### config.mk
export PLATFORM = sky130hd
export DESIGN_NAME = asq_top
export DESIGN_NICKNAME = d
export VERILOG_FILES = /design/src/verilog/asq_pkg.sv /design/src/verilog/asq_tad_if.sv /design/src/verilog/asq_tad_gen.sv /design/src/verilog/asq_top.sv
export SDC_FILE = /design/constraint.sdc
export NUM_CORES = 1
export LEC_CHECK = 0
export ABC_CLOCK_PERIOD_IN_PS = 3480
export BUFFER_PORTS_ARGS = -buffer_cell sky130_fd_sc_hd__buf_2
export CAP_MARGIN = 20
export CORE_MARGIN = 2
export CORE_UTILIZATION = 50
export CTS_BUF_LIST = sky130_fd_sc_hd__clkbuf_4 sky130_fd_sc_hd__clkbuf_8
export DETAILED_ROUTE_END_ITERATION = 10
export PLACE_DENSITY_LB_ADDON = 0.12
export SLEW_MARGIN = 20
export SYNTH_ARGS = -nofsm -noshare
export SYNTH_HDL_FRONTEND = slang
export SYNTH_SLANG_ARGS = --single-unit
### constraint.sdc
create_clock -name mclk_in -period 3.48 [get_ports mclk_in]
set_input_delay 0.348 -clock mclk_in [delete_from_list [all_inputs] [get_ports mclk_in]]
set_output_delay 0.348 -clock mclk_in [all_outputs]
set_load 0.01 [all_outputs]
### src/verilog/asq_pkg.sv
// Constants and types shared by the converter sequencer files.
package asq_pkg;
    // Register indices; the byte address is four times the index.
    localparam logic [7:0] IDX_RESULT = 8'h1E;
    localparam logic [7:0] IDX_CTRL   = 8'h1F;
    localparam logic [7:0] IDX_PCFG   = 8'h9F;
    localparam logic [7:0] IDX_IRQ    = 8'h20;
    localparam logic [7:0] IDX_DIR    = 8'h21;
    localparam logic [7:0] IDX_PORT   = 8'h22;
    // Field positions in the control register.
    localparam int CTL_ON   = 0;
    localparam int CTL_GO   = 2;
    localparam int CTL_CH   = 3;
    localparam int CTL_CLK  = 6;
    // Field positions in the interrupt register.
    localparam int IRQ_FLAG = 0;
    localparam int IRQ_EN   = 1;
    localparam int IRQ_GLB  = 2;
    // Values after reset.
    localparam logic [7:0] RST_CTRL = 8'h00;
    localparam logic [2:0] RST_PCFG = 3'h0;
    localparam logic [7:0] RST_DIR  = 8'hFF;
    // Clock select codes.
    localparam logic [1:0] CLK_D2  = 2'h0;
    localparam logic [1:0] CLK_D8  = 2'h1;
    localparam logic [1:0] CLK_D32 = 2'h2;
    localparam logic [1:0] CLK_RC  = 2'h3;
    // Timing in half bit periods and core clock cycles.
    localparam logic [4:0] CONV_HALVES = 5'h13;
    localparam logic [4:0] HOLD_HALVES = 5'h04;
    localparam logic [4:0] INSTR_CYC   = 5'h04;
    // Sequencer states.
    typedef enum logic [1:0] {
        ST_IDLE  = 2'b00,
        ST_DELAY = 2'b01,
        ST_CONV  = 2'b10,
        ST_HOLD  = 2'b11
    } asq_state_e;
    // Core clock cycles per half bit period for one select code.
    function automatic logic [4:0] half_div(input logic [1:0] sel);
        case (sel)
            CLK_D2:  half_div = 5'h01;
            CLK_D8:  half_div = 5'h04;
            default: half_div = 5'h10;
        endcase
    endfunction
    // Pins in analog use for one pin role code, channel order.
    function automatic logic [7:0] analog_mask(input logic [2:0] cfg);
        case (cfg)
            3'h0, 3'h1: analog_mask = 8'hFF;
            3'h2, 3'h3: analog_mask = 8'h1F;
            3'h4, 3'h5: analog_mask = 8'h0B;
            default:    analog_mask = 8'h00;
        endcase
    endfunction
endpackage

### src/verilog/asq_tad_if.sv
// Link between the sequencer and its bit period timer.
`timescale 1ns/1ps
interface asq_tad_if;
    logic [1:0] sel;
    logic       run;
    logic       half_tick;
    modport gen (input sel, input run, output half_tick);
    modport seq (output sel, output run, input half_tick);
endinterface

### src/verilog/asq_tad_gen.sv
// Bit period timer: one pulse per half bit conversion period.
`timescale 1ns/1ps
module asq_tad_gen #(
    parameter int DIV_W = 5
) (
    // Clock and reset.
    input  wire logic mclk_in,
    input  wire logic rst_in,
    // Internal RC oscillator strobe.
    input  wire logic rc_tick_in,
    // Sequencer side.
    asq_tad_if.gen    tad
);
    logic [DIV_W-1:0] div_r;
    logic [DIV_W-1:0] lim;
    initial
    begin
        if (DIV_W < 5) $error("DIV_W too small for the slowest divider");
    end
    assign lim = DIV_W'(asq_pkg::half_div(tad.sel));
    // The RC strobe replaces the divided core clock when selected.
    assign tad.half_tick = tad.run &&
        ((tad.sel == asq_pkg::CLK_RC) ? rc_tick_in : (div_r == lim - 1'b1));
    // Divider restarts whenever the timer is idle, so phase starts clean.
    always_ff @(posedge mclk_in)
    begin
        if (rst_in || !tad.run || tad.half_tick)
            div_r <= '0;
        else
            div_r <= div_r + 1'b1;
    end
endmodule

### src/verilog/asq_top.sv
// Converter sequencer: registers, pin roles and conversion control.
// How it works
// - Pin role code chooses analog pins and the reference source.
// - Upper five bits of the pin role register read as zero.
// - A conversion lasts nine and a half bit periods.
// - Bit period is 2, 8 or 32 clocks, or the RC clock.
// - Two bit periods pass after a conversion before new acquisition.
// - Analog pins read low in the port data register.
// - Clearing start aborts and leaves the result untouched.
// - After abort, wait two bit periods, then acquire again.
// - With RC clock, wait one instruction cycle before converting.
// - Completion clears start and loads the result.
// - Completion in sleep wakes if enabled, else powers down.
// - Sleep with a non RC clock aborts and powers down.
// - Reset restores registers, disables, aborts, makes pins inputs.
// - Result register is not reset.
// - Completion seen by polling start or by the interrupt.
`timescale 1ns/1ps
module asq_top (
    // Clock and reset.
    input  wire logic       mclk_in,
    input  wire logic       rst_in,
    // AHB-Lite slave.
    input  wire logic       hsel_in,
    input  wire logic [31:0] haddr_in,
    input  wire logic [1:0] htrans_in,
    input  wire logic       hwrite_in,
    input  wire logic [2:0] hsize_in,
    input  wire logic [31:0] hwdata_in,
    input  wire logic       hready_in,
    output logic      [31:0] hrdata_out,
    output logic            hreadyout_out,
    output logic            hresp_out,
    // Core and analog side.
    input  wire logic       sleep_in,
    input  wire logic       rc_tick_in,
    input  wire logic       comp_in,
    input  wire logic [7:0] pin_level_in,
    output logic      [7:0] sar_code_out,
    output logic      [2:0] channel_out,
    output logic      [7:0] pin_dir_out,
    output logic      [7:0] port_read_out,
    output logic            vref_ext_out,
    output logic            sample_out,
    output logic            powered_out,
    output logic            irq_out,
    output logic            wake_out
);
    asq_tad_if tad ();
    asq_pkg::asq_state_e state_r;
    asq_pkg::asq_state_e state_nxt;
    logic [7:0]  ctrl_r;
    logic [2:0]  pcfg_r;
    logic [7:0]  dir_r;
    logic [2:0]  irq_r;
    logic [7:0]  result_r;
    logic [7:0]  sar_r;
    logic [7:0]  sar_nxt;
    logic [4:0]  cnt_r;
    logic [7:0]  aidx_r;
    logic        wpend_r;
    logic        rpend_r;
    logic [31:0] rdata_r;
    logic        take;
    logic        wr_now;
    logic [7:0]  wdat;
    logic        wr_ctrl;
    logic        go_set;
    logic        go_clr;
    logic        busy;
    logic        slp_abort;
    logic        abort;
    logic        done_p;
    logic        is_rc;
    logic [2:0]  bit_ix;
    logic [8:0]  stay_cyc_r;

    // Bus address phase is taken when the slave is selected and ready.
    assign take   = hsel_in && hready_in && htrans_in[1];
    assign wr_now = wpend_r;
    assign wdat   = hwdata_in[7:0];
    assign wr_ctrl = wr_now && aidx_r == asq_pkg::IDX_CTRL;
    assign hreadyout_out = !rpend_r;
    assign hresp_out     = 1'b0;
    assign hrdata_out    = rdata_r;

    // Latch address phase; unaligned addresses map to nothing.
    always_ff @(posedge mclk_in)
    begin
        if (rst_in)
        begin
            aidx_r  <= 8'h00;
            wpend_r <= 1'b0;
            rpend_r <= 1'b0;
        end
        else
        begin
            wpend_r <= take && hwrite_in;
            rpend_r <= take && !hwrite_in;
            if (take)
                aidx_r <= (haddr_in[1:0] == 2'h0 && haddr_in[31:10] == '0)
                          ? haddr_in[9:2] : 8'hFF;
        end
    end

    // Read data is sampled in the one wait cycle of a read.
    always_ff @(posedge mclk_in)
    begin
        if (rst_in)
            rdata_r <= 32'h0000_0000;
        else if (rpend_r)
        begin
            case (aidx_r)
                asq_pkg::IDX_RESULT: rdata_r <= {24'h0, result_r};
                asq_pkg::IDX_CTRL:   rdata_r <= {24'h0, ctrl_r};
                asq_pkg::IDX_PCFG:   rdata_r <= {29'h0, pcfg_r};
                asq_pkg::IDX_IRQ:    rdata_r <= {29'h0, irq_r};
                asq_pkg::IDX_DIR:    rdata_r <= {24'h0, dir_r};
                asq_pkg::IDX_PORT:   rdata_r <= {24'h0, port_read_out};
                default:             rdata_r <= 32'h0000_0000;
            endcase
        end
    end

    // Pin roles and reference selection.
    assign port_read_out = pin_level_in & ~asq_pkg::analog_mask(pcfg_r);
    assign vref_ext_out  = pcfg_r[0] && pcfg_r[2:1] != 2'h3;
    assign pin_dir_out   = dir_r;
    assign channel_out   = ctrl_r[asq_pkg::CTL_CH +: 3];

    // Pin role register; only three bits are stored.
    always_ff @(posedge mclk_in)
    begin
        if (rst_in)
            pcfg_r <= asq_pkg::RST_PCFG;
        else if (wr_now && aidx_r == asq_pkg::IDX_PCFG)
            pcfg_r <= wdat[2:0];
    end

    // Direction register; reset makes every analog capable pin an input.
    always_ff @(posedge mclk_in)
    begin
        if (rst_in)
            dir_r <= asq_pkg::RST_DIR;
        else if (wr_now && aidx_r == asq_pkg::IDX_DIR)
            dir_r <= wdat;
    end

    // Sequencer controls derived from writes and sleep.
    assign is_rc  = ctrl_r[asq_pkg::CTL_CLK +: 2] == asq_pkg::CLK_RC;
    assign busy   = state_r == asq_pkg::ST_DELAY || state_r == asq_pkg::ST_CONV;
    // Start needs the converter already on from an earlier write.
    assign go_set = wr_ctrl && wdat[asq_pkg::CTL_GO] && ctrl_r[asq_pkg::CTL_ON];
    assign go_clr = wr_ctrl && !wdat[asq_pkg::CTL_GO] && ctrl_r[asq_pkg::CTL_GO];
    assign slp_abort = sleep_in && !is_rc && busy;
    assign abort  = (go_clr && busy) || slp_abort;
    assign done_p = state_r == asq_pkg::ST_CONV && tad.half_tick &&
                    cnt_r == asq_pkg::CONV_HALVES - 5'h01;

    // Control register; completion and aborts clear the start bit.
    always_ff @(posedge mclk_in)
    begin
        if (rst_in)
            ctrl_r <= asq_pkg::RST_CTRL;
        else
        begin
            if (wr_ctrl)
            begin
                ctrl_r <= {wdat[7:3], go_set, 1'b0, wdat[asq_pkg::CTL_ON]};
                if (!wdat[asq_pkg::CTL_GO] && !slp_abort && !done_p)
                    ctrl_r[asq_pkg::CTL_GO] <= 1'b0;
                else if (done_p || slp_abort)
                    ctrl_r[asq_pkg::CTL_GO] <= 1'b0;
                else
                    ctrl_r[asq_pkg::CTL_GO] <= go_set || ctrl_r[asq_pkg::CTL_GO];
            end
            else if (done_p || slp_abort || !ctrl_r[asq_pkg::CTL_ON])
                ctrl_r[asq_pkg::CTL_GO] <= 1'b0;
        end
    end

    // Timer link: run while converting or waiting after a conversion.
    assign tad.sel = ctrl_r[asq_pkg::CTL_CLK +: 2];
    assign tad.run = (state_r == asq_pkg::ST_CONV && !abort) ||
                     state_r == asq_pkg::ST_HOLD; // Abort restarts the divider

    asq_tad_gen #(
        .DIV_W (5)
    ) u_tad (
        .mclk_in    (mclk_in),
        .rst_in     (rst_in),
        .rc_tick_in (rc_tick_in),
        .tad        (tad.gen)
    );

    // Next state of the conversion sequencer.
    always_comb
    begin
        state_nxt = state_r;
        case (state_r)
            asq_pkg::ST_IDLE:
            begin
                if (ctrl_r[asq_pkg::CTL_GO] && ctrl_r[asq_pkg::CTL_ON] && !go_clr)
                    state_nxt = is_rc ? asq_pkg::ST_DELAY : asq_pkg::ST_CONV;
            end
            asq_pkg::ST_DELAY:
            begin
                if (abort)
                    state_nxt = asq_pkg::ST_HOLD;
                else if (cnt_r == asq_pkg::INSTR_CYC - 5'h01)
                    state_nxt = asq_pkg::ST_CONV;
            end
            asq_pkg::ST_CONV:
            begin
                if (done_p || abort)
                    state_nxt = asq_pkg::ST_HOLD;
            end
            asq_pkg::ST_HOLD:
            begin
                if (tad.half_tick && cnt_r == asq_pkg::HOLD_HALVES - 5'h01)
                    state_nxt = asq_pkg::ST_IDLE;
            end
            default: state_nxt = asq_pkg::ST_IDLE;
        endcase
        if (!ctrl_r[asq_pkg::CTL_ON])
            state_nxt = asq_pkg::ST_IDLE;
    end

    // State register and shared counter of cycles or half periods.
    always_ff @(posedge mclk_in)
    begin
        if (rst_in)
        begin
            state_r <= asq_pkg::ST_IDLE;
            cnt_r   <= 5'h00;
        end
        else
        begin
            state_r <= state_nxt;
            if (state_nxt != state_r)
                cnt_r <= 5'h00;
            else if (state_r == asq_pkg::ST_DELAY || tad.half_tick)
                cnt_r <= cnt_r + 5'h01;
        end
    end

    // Successive approximation: decide one bit every bit period.
    assign bit_ix = 3'(3'h7 - cnt_r[3:1]);
    always_comb
    begin
        sar_nxt = sar_r;
        if (state_r == asq_pkg::ST_CONV && tad.half_tick &&
            cnt_r[0] && cnt_r < 5'h10)
        begin
            sar_nxt[bit_ix] = comp_in;
            if (bit_ix != 3'h0)
                sar_nxt[bit_ix - 3'h1] = 1'b1;
        end
    end

    // Trial code restarts at mid scale when a conversion begins.
    always_ff @(posedge mclk_in)
    begin
        if (rst_in)
            sar_r <= 8'h00;
        else if (state_r != asq_pkg::ST_CONV && state_nxt == asq_pkg::ST_CONV)
            sar_r <= 8'h80;
        else
            sar_r <= sar_nxt;
    end
    assign sar_code_out = sar_r;
    assign sample_out = ctrl_r[asq_pkg::CTL_ON] && state_r == asq_pkg::ST_IDLE;

    // Result is loaded on completion or by a bus write and is never reset.
    always_ff @(posedge mclk_in)
    begin
        if (done_p)
            result_r <= sar_nxt;
        else if (wr_now && aidx_r == asq_pkg::IDX_RESULT)
            result_r <= wdat;
    end

    // Done flag: completion wins over a software clear in the same cycle.
    always_ff @(posedge mclk_in)
    begin
        if (rst_in)
            irq_r <= 3'h0;
        else
        begin
            if (wr_now && aidx_r == asq_pkg::IDX_IRQ)
                irq_r <= wdat[2:0];
            if (done_p)
                irq_r[asq_pkg::IRQ_FLAG] <= 1'b1;
        end
    end

    // Interrupt request, wake and power state.
    assign irq_out = irq_r[asq_pkg::IRQ_FLAG] && irq_r[asq_pkg::IRQ_EN] &&
                     irq_r[asq_pkg::IRQ_GLB];
    assign wake_out = sleep_in && irq_out;
    // In sleep only an RC conversion keeps the converter alive.
    assign powered_out = ctrl_r[asq_pkg::CTL_ON] &&
                         (!sleep_in || (is_rc && state_r != asq_pkg::ST_IDLE));

    // Core cycles spent in the present state, for the timing checks only.
    always_ff @(posedge mclk_in)
    begin
        if (rst_in || state_nxt != state_r)
            stay_cyc_r <= 9'h000;
        else
            stay_cyc_r <= stay_cyc_r + 9'h001;
    end

    // Checks.
    a_cfg_reads_zero: assert property (@(posedge mclk_in) disable iff (rst_in)
        (rpend_r && aidx_r == asq_pkg::IDX_PCFG) |=> hrdata_out[31:3] == '0)
        else $error("pin role register upper bits not zero");
    a_all_digital: assert property (@(posedge mclk_in) disable iff (rst_in)
        (pcfg_r[2:1] == 2'h3) |-> (port_read_out == pin_level_in && !vref_ext_out))
        else $error("digital pin role not honoured");
    a_analog_low: assert property (@(posedge mclk_in) disable iff (rst_in)
        (pcfg_r == 3'h0) |-> port_read_out == 8'h00)
        else $error("analog pin read not low");
    a_conv_done_len: assert property (@(posedge mclk_in) disable iff (rst_in)
        (done_p && !is_rc)
        |-> stay_cyc_r == 9'(19 * asq_pkg::half_div(tad.sel)) - 9'h001)
        else $error("conversion length wrong");
    a_div_eight: assert property (@(posedge mclk_in) disable iff (rst_in)
        (tad.half_tick && tad.sel == asq_pkg::CLK_D8 && state_r == asq_pkg::ST_CONV
         && !done_p && !abort) |=> !tad.half_tick [*3] ##1 tad.half_tick)
        else $error("eight clock period not kept");
    a_hold_after: assert property (@(posedge mclk_in) disable iff (rst_in)
        (state_r == asq_pkg::ST_HOLD && state_nxt == asq_pkg::ST_IDLE
         && ctrl_r[asq_pkg::CTL_ON] && !is_rc)
        |-> stay_cyc_r == 9'(4 * asq_pkg::half_div(tad.sel)) - 9'h001)
        else $error("hold shorter than two bit periods");
    a_abort_keeps: assert property (@(posedge mclk_in) disable iff (rst_in)
        (abort && !done_p && !(wr_now && aidx_r == asq_pkg::IDX_RESULT))
        |=> (result_r == $past(result_r) && state_r == asq_pkg::ST_HOLD))
        else $error("abort changed result");
    a_rc_delay: assert property (@(posedge mclk_in) disable iff (rst_in)
        (state_r == asq_pkg::ST_IDLE && state_nxt == asq_pkg::ST_DELAY)
        ##1 (state_r == asq_pkg::ST_DELAY && !abort && ctrl_r[asq_pkg::CTL_ON]) [*4]
        |=> state_r == asq_pkg::ST_CONV)
        else $error("RC start delay wrong");
    a_done_result: assert property (@(posedge mclk_in) disable iff (rst_in)
        done_p |=> (!ctrl_r[asq_pkg::CTL_GO] && result_r == $past(sar_nxt)
                    && irq_r[asq_pkg::IRQ_FLAG]))
        else $error("completion effects missing");
    a_sleep_abort: assert property (@(posedge mclk_in) disable iff (rst_in)
        (slp_abort && ctrl_r[asq_pkg::CTL_ON]) |=> (state_r == asq_pkg::ST_HOLD
        && !ctrl_r[asq_pkg::CTL_GO] && !powered_out && ctrl_r[asq_pkg::CTL_ON])
        || !sleep_in)
        else $error("sleep did not abort");
    c_done: cover property (@(posedge mclk_in) disable iff (rst_in) done_p);
    c_abort: cover property (@(posedge mclk_in) disable iff (rst_in) go_clr && busy);
    c_rc_sleep: cover property (@(posedge mclk_in) disable iff (rst_in)
        done_p && sleep_in && is_rc);
endmodule

==> results of run 1 <==
through the flow:
step | setup slack (ns) | hold WS (ns) | util [%]
2_1_floorplan | 0.915 | 0.424 | -
3_3_place_gp | 0.733 | 0.466 | 57.9
3_5_place_dp | 0.741 | 0.466 | 57.9
4_1_cts | 0.710 | 0.173 | 60.9
5_1_grt | 0.427 | 0.175 | 60.9
6_report | 0.695 | 0.183 | 60.9
flip-flops by register name, indices dropped and copies added, names as in the netlist:
name          flops
wpend_r           1
sar_code_out      8
state_r           2
hrdata_out        8
rpend_r           1
aidx_r            8
ctrl_r            7
cnt_r             5
u_tad.div_r       5
pcfg_r            3
pin_dir_out       8
result_r          8
irq_r             3
cell usage in the layout, fill, tap and decap left out, types with 3 or more instances in the layout:
cell type	n
conb_1	25
dfxtp_1	59
mux2i_1	22
a22oi_1	13
o31ai_1	4
a31oi_1	4
buf_2	97
nand4_1	4
buf_4	12
or4_1	4
edfxtp_1	8
nor2b_1	5
nor3b_1	4
nor4_1	16
nor3_2	3
ha_1	11
clkbuf_8	10
and2_1	7
a21oi_1	23
nand2b_1	6
nor2_1	53
o21ai_0	26
nand2_1	50
nor3_1	9
xnor2_1	4
a211oi_1	3
inv_1	13
and3_1	9
nand3_1	28
routing by layer:
metal | share of wire (%) | up-vias | global-route usage (%)
met5 | 0 | - | 0
met4 | 2.3 | 0 | 8.82
met3 | 7.0 | 25 | 3.38
met2 | 45 | 197 | 40.2
met1 | 45 | 1812 | 33.6
li1 | - | 1902 | -
power by group:
| group | switching [mW] | leakage (nW) | internal [mW] |
|---|---|---|---|
| sequential | 0.00565 | 0.549 | 0.786 |
| clock | 0.310 | 0.118 | 0.436 |
| combinational | 0.0575 | 1.39 | 0.0385 |
final timing paths:
kind         startpoint   endpoint  cells after the start
max           ctrl_r[6]   cnt_r[4]                      9
min           hwrite_in    rpend_r                      2
max reg2reg   ctrl_r[6]   cnt_r[4]                      9
min reg2reg   ctrl_r[3]  ctrl_r[3]                      2
area by class of cell:
type                       count  share of cell area [%]
inverter                      14                    1.12
multi-input combinational    379                    48.9
tap                          102                    2.71
clock buffer                  11                    3.08
sequential                    67                    30.2
clock inverter                 5                    1.78
timing repair buffer         109                    12.2
cell families (layout without fill, tap and decap cells):
logic type                 after synthesis  in the layout  synth area share, %
AOI/OAI and AO/OA                      105            105                 18.5
xor gates and xnor gates                 6              6                 1.32
adders and majority gates               11             11                 3.46
buffers and inverters                   63            139                 8.66
DFF                                     67             67                 35.8
muxes                                   23             23                 5.82
other                                    1             25               0.0943
and+or+nand+nor                        209            209                 26.3
Yosys cell counts (3+ instances only):
master,n,area share (%)
a211oi_1,3,0.57
clkbuf_1,19,1.8
edfxtp_1,8,6.0
a21oi_1,23,2.9
a22oi_1,13,2.5
ha_1,11,3.5
nor3_2,3,0.76
nor4_1,16,2.5
xnor2_1,4,0.88
dfxtp_1,59,30
nor3b_1,4,0.76
or4_1,4,0.76
nor2b_1,5,0.79
and3_1,9,1.4
nand4_1,4,0.63
nand2b_1,6,0.94
o31ai_1,4,0.76
a31oi_1,4,0.63
o21ai_0,26,3.3
nor2_1,53,5.0
nor3_1,9,1.1
buf_4,28,5.3
mux2i_1,22,5.5
inv_1,13,1.2
nand2_1,50,4.7
and2_1,7,1.1
nand3_1,28,3.5
==> flow_summary.toml, run 1 <==
[run_status]
status = "finished clean"

[clock_tree]
cts_tree = "yes"
post_cts_buffers = 0
h-tree-depth = 3
ctsHoldBuffers = 0
path_clk_slew_ns = 0.07
clockBufferDepth = 2
clkLatencyLatePin_ns = 0.35
cts_root_buf = "clkbuf_8"
cts.sink_count = 67
cts_buffers = 9
post_cts_resize_count = 0

[yosys]
yosys_warnings = 0
synth.avg_cell_area_um2 = 8.20
synth-async-reset-ratio_pct = 0
synth_edf_count = 8
ys_seq_area_share_pct = 35.8
yosys.cell_types.count = 61
synthFlopType = "dfxtp_1"
syn_inst = 485
synth_area_um2 = 3980
ys_ff_latch = 67

[route]
first_iter_violations = 285
ant_nets = 0
avgRoutedWirePerCell_um = 15.0
via_per_inst = 5.73
drc = 0
first_pass_iters = 5
num_vias = 3936
routed_wl_um = 10300

[worst_hold_path]
hold_class = "primary input to register"

[critical_path]
crit_type = "register to register"
critical-path-max-stage-delay_ns = 0.61
cp_max_fo = 14
rrSetupSlack_ns = 0.69
cp.required_ns = 3.68
endpoint_kind = "register"
crit_slowest_cell = "a211oi_1"
arrival_ns = 2.98
crit_chain = "or2_2, ha_1, xnor2_1, mux2i_1, o31ai_1, buf_4, nand4_1, a211oi_1, nor4_1"
crit_family = "compound AO/OA/AOI/OAI gates"
cp-start-kind = "register"
critical_path_buf_inv_count = 1

[timing]
skew_ns = 0.0101
rsz0062_at_grt = "false"
fmax_mhz = 359
maxSlewViolCount = 0
period_share_pct = 80.0
hold_viol_final = 0
worstMarginPinSlew_ns = 0.720
relSlewSlack_pct = 52.0
setup_violations = 0
fin_crit_ns = 2.79
final.setup.tns_ns = 0

[cells_and_area]
synthToLayoutAreaGrowth_pct = 18.4
antenna_cells = 0
postLayoutCellArea_um2 = 4710
seq_area_um2 = 1420
fin_cells = 687
drive_gt1_share_pct = 23.6
fillCellCount = 708
fin_nets = 676
multi_input_area_um2 = 2300

[placed_design]
io_buffers = 97
dpl_cell_area_um2 = 4480
placedCellCount = 671
dp_hpwl_um = 7750
place.gp.congestion = 0.888

[floorplan]
io_pins = 151
rows = 32
die_area_um2 = 8680
initial_core_util_pct = 51.4
die_w_um = 93.2
core_area_um2 = 7730
die_h_um = 93.2

[pwr]
peakVddDrop_v = 0.000170
finalPower_mw = 1.63
powerDensity_nw_per_um2 = 347
leakage_nw = 2.06

[grt]
first_global_vias = 3646
grt_usage_pct = 24.7
grt_pass1_wl_um = 17200
grt_max_degree = 26
grt_antenna_before_repair = 0
grt_overflow = 0

[run]
drv_cap = 0
Power figures use the tool's default switching activity.
==> run 2: changes to the inputs <==
- ABC_CLOCK_PERIOD_IN_PS: 3480 -> 2680
- clock period: 3.48 -> 2.68 ns (I/O delays scaled with it)
==> run 2 against run 1 <==
  * Clock-buffer cell count is 1 lower
  * Worst setup slack worse by 0.58 ns
  * Combinational power rose by 32%
  * Total power up 18%
  * Non-clock buffer count up 24
  * Cell area grew 3.5%
  * Maximum frequency is 8.8% higher
  * First-iteration DRC count rose by 9.5%
  * Highest routed layer unchanged
==> flow_summary.toml, run 2 (same netlist as run 1, synthesis figures left out) <==
[timing]
hold_ws_ns = 0.116
hold_viol_final = 0
setup_violations = 0
period_share_pct = 95.6
relSlewSlack_pct = 60.2
final.setup.tns_ns = 0
worstMarginPinSlew_ns = 0.596
skew_ns = 0.00947
fin_crit_ns = 2.56
maxSlewViolCount = 0
fmax_mhz = 390
rsz0062_at_grt = "false"

[clock_tree]
cts.sink_count = 67
cts_root_buf = "clkbuf_8"
ctsHoldBuffers = 0
clockBufferDepth = 2
path_clk_slew_ns = 0.08
cts_tree = "yes"
h-tree-depth = 3
cts_buffers = 9
clkLatencyLatePin_ns = 0.34

[critical_path]
critical-path-max-stage-delay_ns = 0.59
endpoint_kind = "register"
cp_max_fo = 6
crit_slowest_cell = "or4b_4"
critical_path_buf_inv_count = 0
crit_family = "simple AND/OR/NAND/NOR gates"
crit_type = "register to register"
crit_chain = "or4b_4, or3_1, a41o_1, or4_1, o2111ai_2, nor4_1"
cp-start-kind = "register"
arrival_ns = 2.77
cp.required_ns = 2.89

[cells_and_area]
antenna_cells = 0
layout_common_cells = "buf_2, dfxtp_1, nor2_1, nand2_1, buf_4"
fin_cells = 711
fin_nets = 700
synthToLayoutAreaGrowth_pct = 22.5
drive_gt1_share_pct = 27.9
final_common_cell = "buf_2"

[worst_hold_path]
hold_class = "primary input to register"

[floorplan]
initial_core_util_pct = 51.4
core_area_um2 = 7730
die_w_um = 93.2
io_pins = 151
rows = 32
die_area_um2 = 8680
die_h_um = 93.2

[grt]
grt_usage_pct = 25.0
grt_max_degree = 26
grt_pass1_wl_um = 17600
first_global_vias = 3780
grt_antenna_before_repair = 0
grt_overflow = 0

[run]
drv_cap = 0

[placed_design]
placedCellCount = 695
io_buffers = 97
place.gp.congestion = 0.926
dp_hpwl_um = 8120

[pwr]
leakage_nw = 2.15
peakVddDrop_v = 0.000198
finalPower_mw = 1.93
powerDensity_nw_per_um2 = 396

[route]
routed_wl_um = 10600
ant_nets = 0
via_per_inst = 5.59
first_pass_iters = 5
drc = 0
wl_met3_um = 630
num_vias = 3977
highest_layer = "met4"
wl_met1_um = 4830
avgRoutedWirePerCell_um = 14.9
dr_wl_met2_um = 4980
first_iter_violations = 312

[run_status]
status = "finished clean"
-- run 2: worst paths after layout --
path | from | to | slack (ns) | depth (start not counted)
worst min register to register | ctrl_r[4] | ctrl_r[4] | 0.49 | 2
worst min-delay path | hwrite_in | rpend_r | 0.12 | 2
worst max register to register | aidx_r[7] | cnt_r[0] | 0.12 | 6
worst max-delay path | aidx_r[7] | cnt_r[0] | 0.12 | 6
-- run 2: report_power, final --
group,switching [mW],internal [mW]
Combinational,0.0749,0.0525
Sequential,0.00574,1.02
Clock,0.414,0.362
-- run 2: cell type report --
type                            instances  area, um2
Timing Repair Buffer                  133        756
Tap cell                              102        128
Fill cell                             714       2860
Multi-Input combinational cell        379       2340
Inverter                               14       52.6
Clock buffer                           10        138
Sequential cell                        67       1420
Clock inverter                          6       38.8
-- run 2: per-stage QoR --
stage	setup slack, ns	area [um2]	utilization, %
floorplan	0.115	4070	-
global placement	0.0613	4660	60.3
detailed placement	0.00736	4660	60.3
CTS	0.0324	4830	62.5
global route	0.00234	4870	63.0
finish	0.119	4870	63.0
-- run 2: repair_timing --
item | in CTS | in global routing
endpoints found under the setup margin | 2 | 16
setup buffers | 0 | 0
gates cloned | 0 | 0
resized for setup | 1 | 10
-- run 2: per-layer routing --
layer	vias up	track usage, %
met3	16	3.30
met5	-	0
met2	158	41.1
li1	1947	-
met1	1856	34.3
met4	0	7.84
==> run 3: changes to the inputs <==
- ABC_AREA: not set -> 1
- REMOVE_ABC_BUFFERS: not set -> 1
==> run 3 against run 2 <==
  * Worst setup slack improved by 0.26 ns
  * Clock power up 15%
  * Area after synthesis is 1.4% lower
  * Cell count is 5.5% higher
  * Sequential share of layout area increased by 1.6 points
  * Critical path type unchanged
==> flow_summary.toml, run 3 <==
[run_status]
status = "finished clean"

[worst_hold_path]
hold_class = "primary input to register"
holdPathEnd = "rpend_r"
min_path_cells = 2
hold_path.startpoint = "hwrite_in"

[timing]
fin_crit_ns = 2.31
final.setup.tns_ns = 0
period_share_pct = 86.0
hold_viol_final = 0
skew_ns = 0.00770
hold_ws_ns = 0.104
maxSlewViolCount = 0
worstMarginPinSlew_ns = 0.670
relSlewSlack_pct = 55.3
rsz0062_at_grt = "false"
fmax_mhz = 434
setup_violations = 0

[pwr]
finalPower_mw = 2.04
peakVddDrop_v = 0.000205
leakage_nw = 2.14
powerDensity_nw_per_um2 = 443

[critical_path]
crit_family = "simple AND/OR/NAND/NOR gates"
reg2regPathDepth = 14
worstReg2RegEnd = "sar_code_out[4]"
cp-start-kind = "register"
worstSetupPathDepth = 14
crit_slowest_cell = "dfxtp_1"
cp.required_ns = 2.96
critical_path_buf_inv_count = 1
crit_chain = "inv_2, nand2_2, ha_1, xnor2_1, nand2_1, nand2_1, nand3_1, nand2_2, nand4_1, nand3_1, nand2_2, nand4_2, nand2_2, nor2_1"
reg2reg_from = "ctrl_r[6]"
crit_type = "register to register"
critPathMostFrequentCell = "nand2_2"
endpoint_kind = "register"
arrival_ns = 2.59
rrSetupSlack_ns = 0.37
critical-path-max-stage-delay_ns = 0.33
cp_max_fo = 7

[route]
first_pass_iters = 5
via_per_inst = 5.00
avgRoutedWirePerCell_um = 12.8
drc = 0
ant_nets = 0
num_vias = 3753
first_iter_violations = 244
routed_wl_um = 9580

[yosys]
yosys_warnings = 0
ys_seq_area_share_pct = 36.2
synth_top_area_share_pct = 30.1
yosysMostFrequentCell = "nand2_1"
synth.avg_cell_area_um2 = 7.22
yosys.cell_types.count = 42
synthFlopType = "dfxtp_1"
ys_ff_latch = 67
synth.area.top_cells = "dfxtp_1, nand2_1, nor2_1, edfxtp_1, inv_1"
synth_area_um2 = 3920
netlist_top_cells_count = "nand2_1, nor2_1, inv_1"
synth_edf_count = 8
synth-async-reset-ratio_pct = 0
syn_inst = 543
yosys.area.top_type = "dfxtp_1"

[placed_design]
dpl_cell_area_um2 = 4400
io_buffers = 97
place.gp.congestion = 0.865
placedCellCount = 734
dp_hpwl_um = 7440

[grt]
grt_overflow = 0
grt_antenna_before_repair = 0
grt_usage_pct = 23.3
grt_max_degree = 21
grt_pass1_wl_um = 16000
first_global_vias = 3597

[cells_and_area]
layout_common_cells = "nand2_1, buf_2, nor2_1, inv_1, dfxtp_1"
final_common_cell = "nand2_1"
fin_nets = 739
synthToLayoutAreaGrowth_pct = 17.7
fillCellCount = 739
fin_cells = 750
antenna_cells = 0
postLayoutCellArea_um2 = 4620
drive_gt1_share_pct = 24.8

[clock_tree]
cts_root_buf = "clkbuf_8"
ctsHoldBuffers = 0
cts_buffers = 9
path_clk_slew_ns = 0.08
post_cts_resize_count = 0
h-tree-depth = 3
post_cts_buffers = 0
cts_tree = "yes"
clockBufferDepth = 2
cts.sink_count = 67
clkLatencyLatePin_ns = 0.35

[floorplan]
io_pins = 151
initial_core_util_pct = 51.3
die_w_um = 92.6
die_h_um = 92.6
core_area_um2 = 7650
rows = 32
die_area_um2 = 8570

[run]
drv_cap = 0
[run 3: cell count changes after synthesis, moves of 11 or more]
| cell | before | now |
|---|---|---|
| nand2_1 | 50 | 116 |
| inv_1 | 13 | 62 |
| mux2i_1 | 22 | 1 |
| a22oi_1 | 13 | 0 |
| a221oi_1 | 0 | 12 |
| nor2_1 | 53 | 65 |
| clkbuf_1 | 19 | 8 |
[run 3: cell families (layout without fill, tap and decap cells)]
kind of cell,count (synthesis),in the layout,synth area share [%]
flops,67,67,36.2
other cells,1,25,0.0956
xor+xnor,10,10,2.23
compound gates,95,95,15.3
buf+inv,109,190,13.8
fa+ha+maj,11,11,3.51
simple gates,249,249,28.5
mux,1,1,0.255
[run 3: metal layers]
layer  part of all wire [%]  routed length [um]  vias to the layer above  GRT usage [%]
li1                       -                   -                     1924              -
met1                     45                4280                     1695           29.4
met2                     49                4660                      125           40.5
met3                    5.7                 546                        9           3.58
met4                   0.98                  94                        0           8.08
met5                      0                   0                        -              0
[run 3: stage by stage]
stage	util [%]	worst slack [ns]
2_1_floorplan	-	0.280
3_3_place_gp	57.6	0.421
3_5_place_dp	57.6	0.361
4_1_cts	60.4	0.338
5_1_grt	60.4	0.0443
6_report	60.4	0.375
[run 3: area by class of cell]
class | count | area, um2 | area share (%)
inverters | 69 | 262 | 5.67
flip-flops and latches | 67 | 1420 | 30.8
multi-input cells | 391 | 2050 | 44.4
well taps | 102 | 128 | 2.76
clock inverters | 5 | 60.1 | 1.30
clock buffers | 11 | 151 | 3.28
repair buffers | 105 | 546 | 11.8
[run 3: worst max path at each step]
stage,slack [ns],endpoint,from
5_1_grt,0.04,sar_code_out[3],ctrl_r[7]
4_1_cts,0.34,sar_code_out[4],ctrl_r[6]
3_3_place_gp,0.42,sar_code_out[4],ctrl_r[6]
6_report,0.37,sar_code_out[4],ctrl_r[6]
2_1_floorplan,0.28,result_r[0],ctrl_r[6]
3_5_place_dp,0.36,sar_code_out[4],ctrl_r[6]
[run 3: where the power goes]
group	leakage, nW	switching [mW]	internal, mW	total (mW)
clock network	0.102	0.411	0.482	0.893
registers	0.549	0.00521	1.02	1.03
logic	1.49	0.0758	0.0479	0.124
total	2.14	0.492	1.55	2.04
[run 3: worst register-to-register path, stage by stage (launching register included)]
cell and delay (ns):
dfxtp_1 0.33, inv_2 0.08, nand2_2 0.08, ha_1 0.26, xnor2_1 0.16, nand2_1 0.08, nand2_1 0.07, nand3_1 0.11
nand2_2 0.13, nand4_1 0.26, nand3_1 0.22, nand2_2 0.09, nand4_2 0.12, nand2_2 0.13, nor2_1 0.13
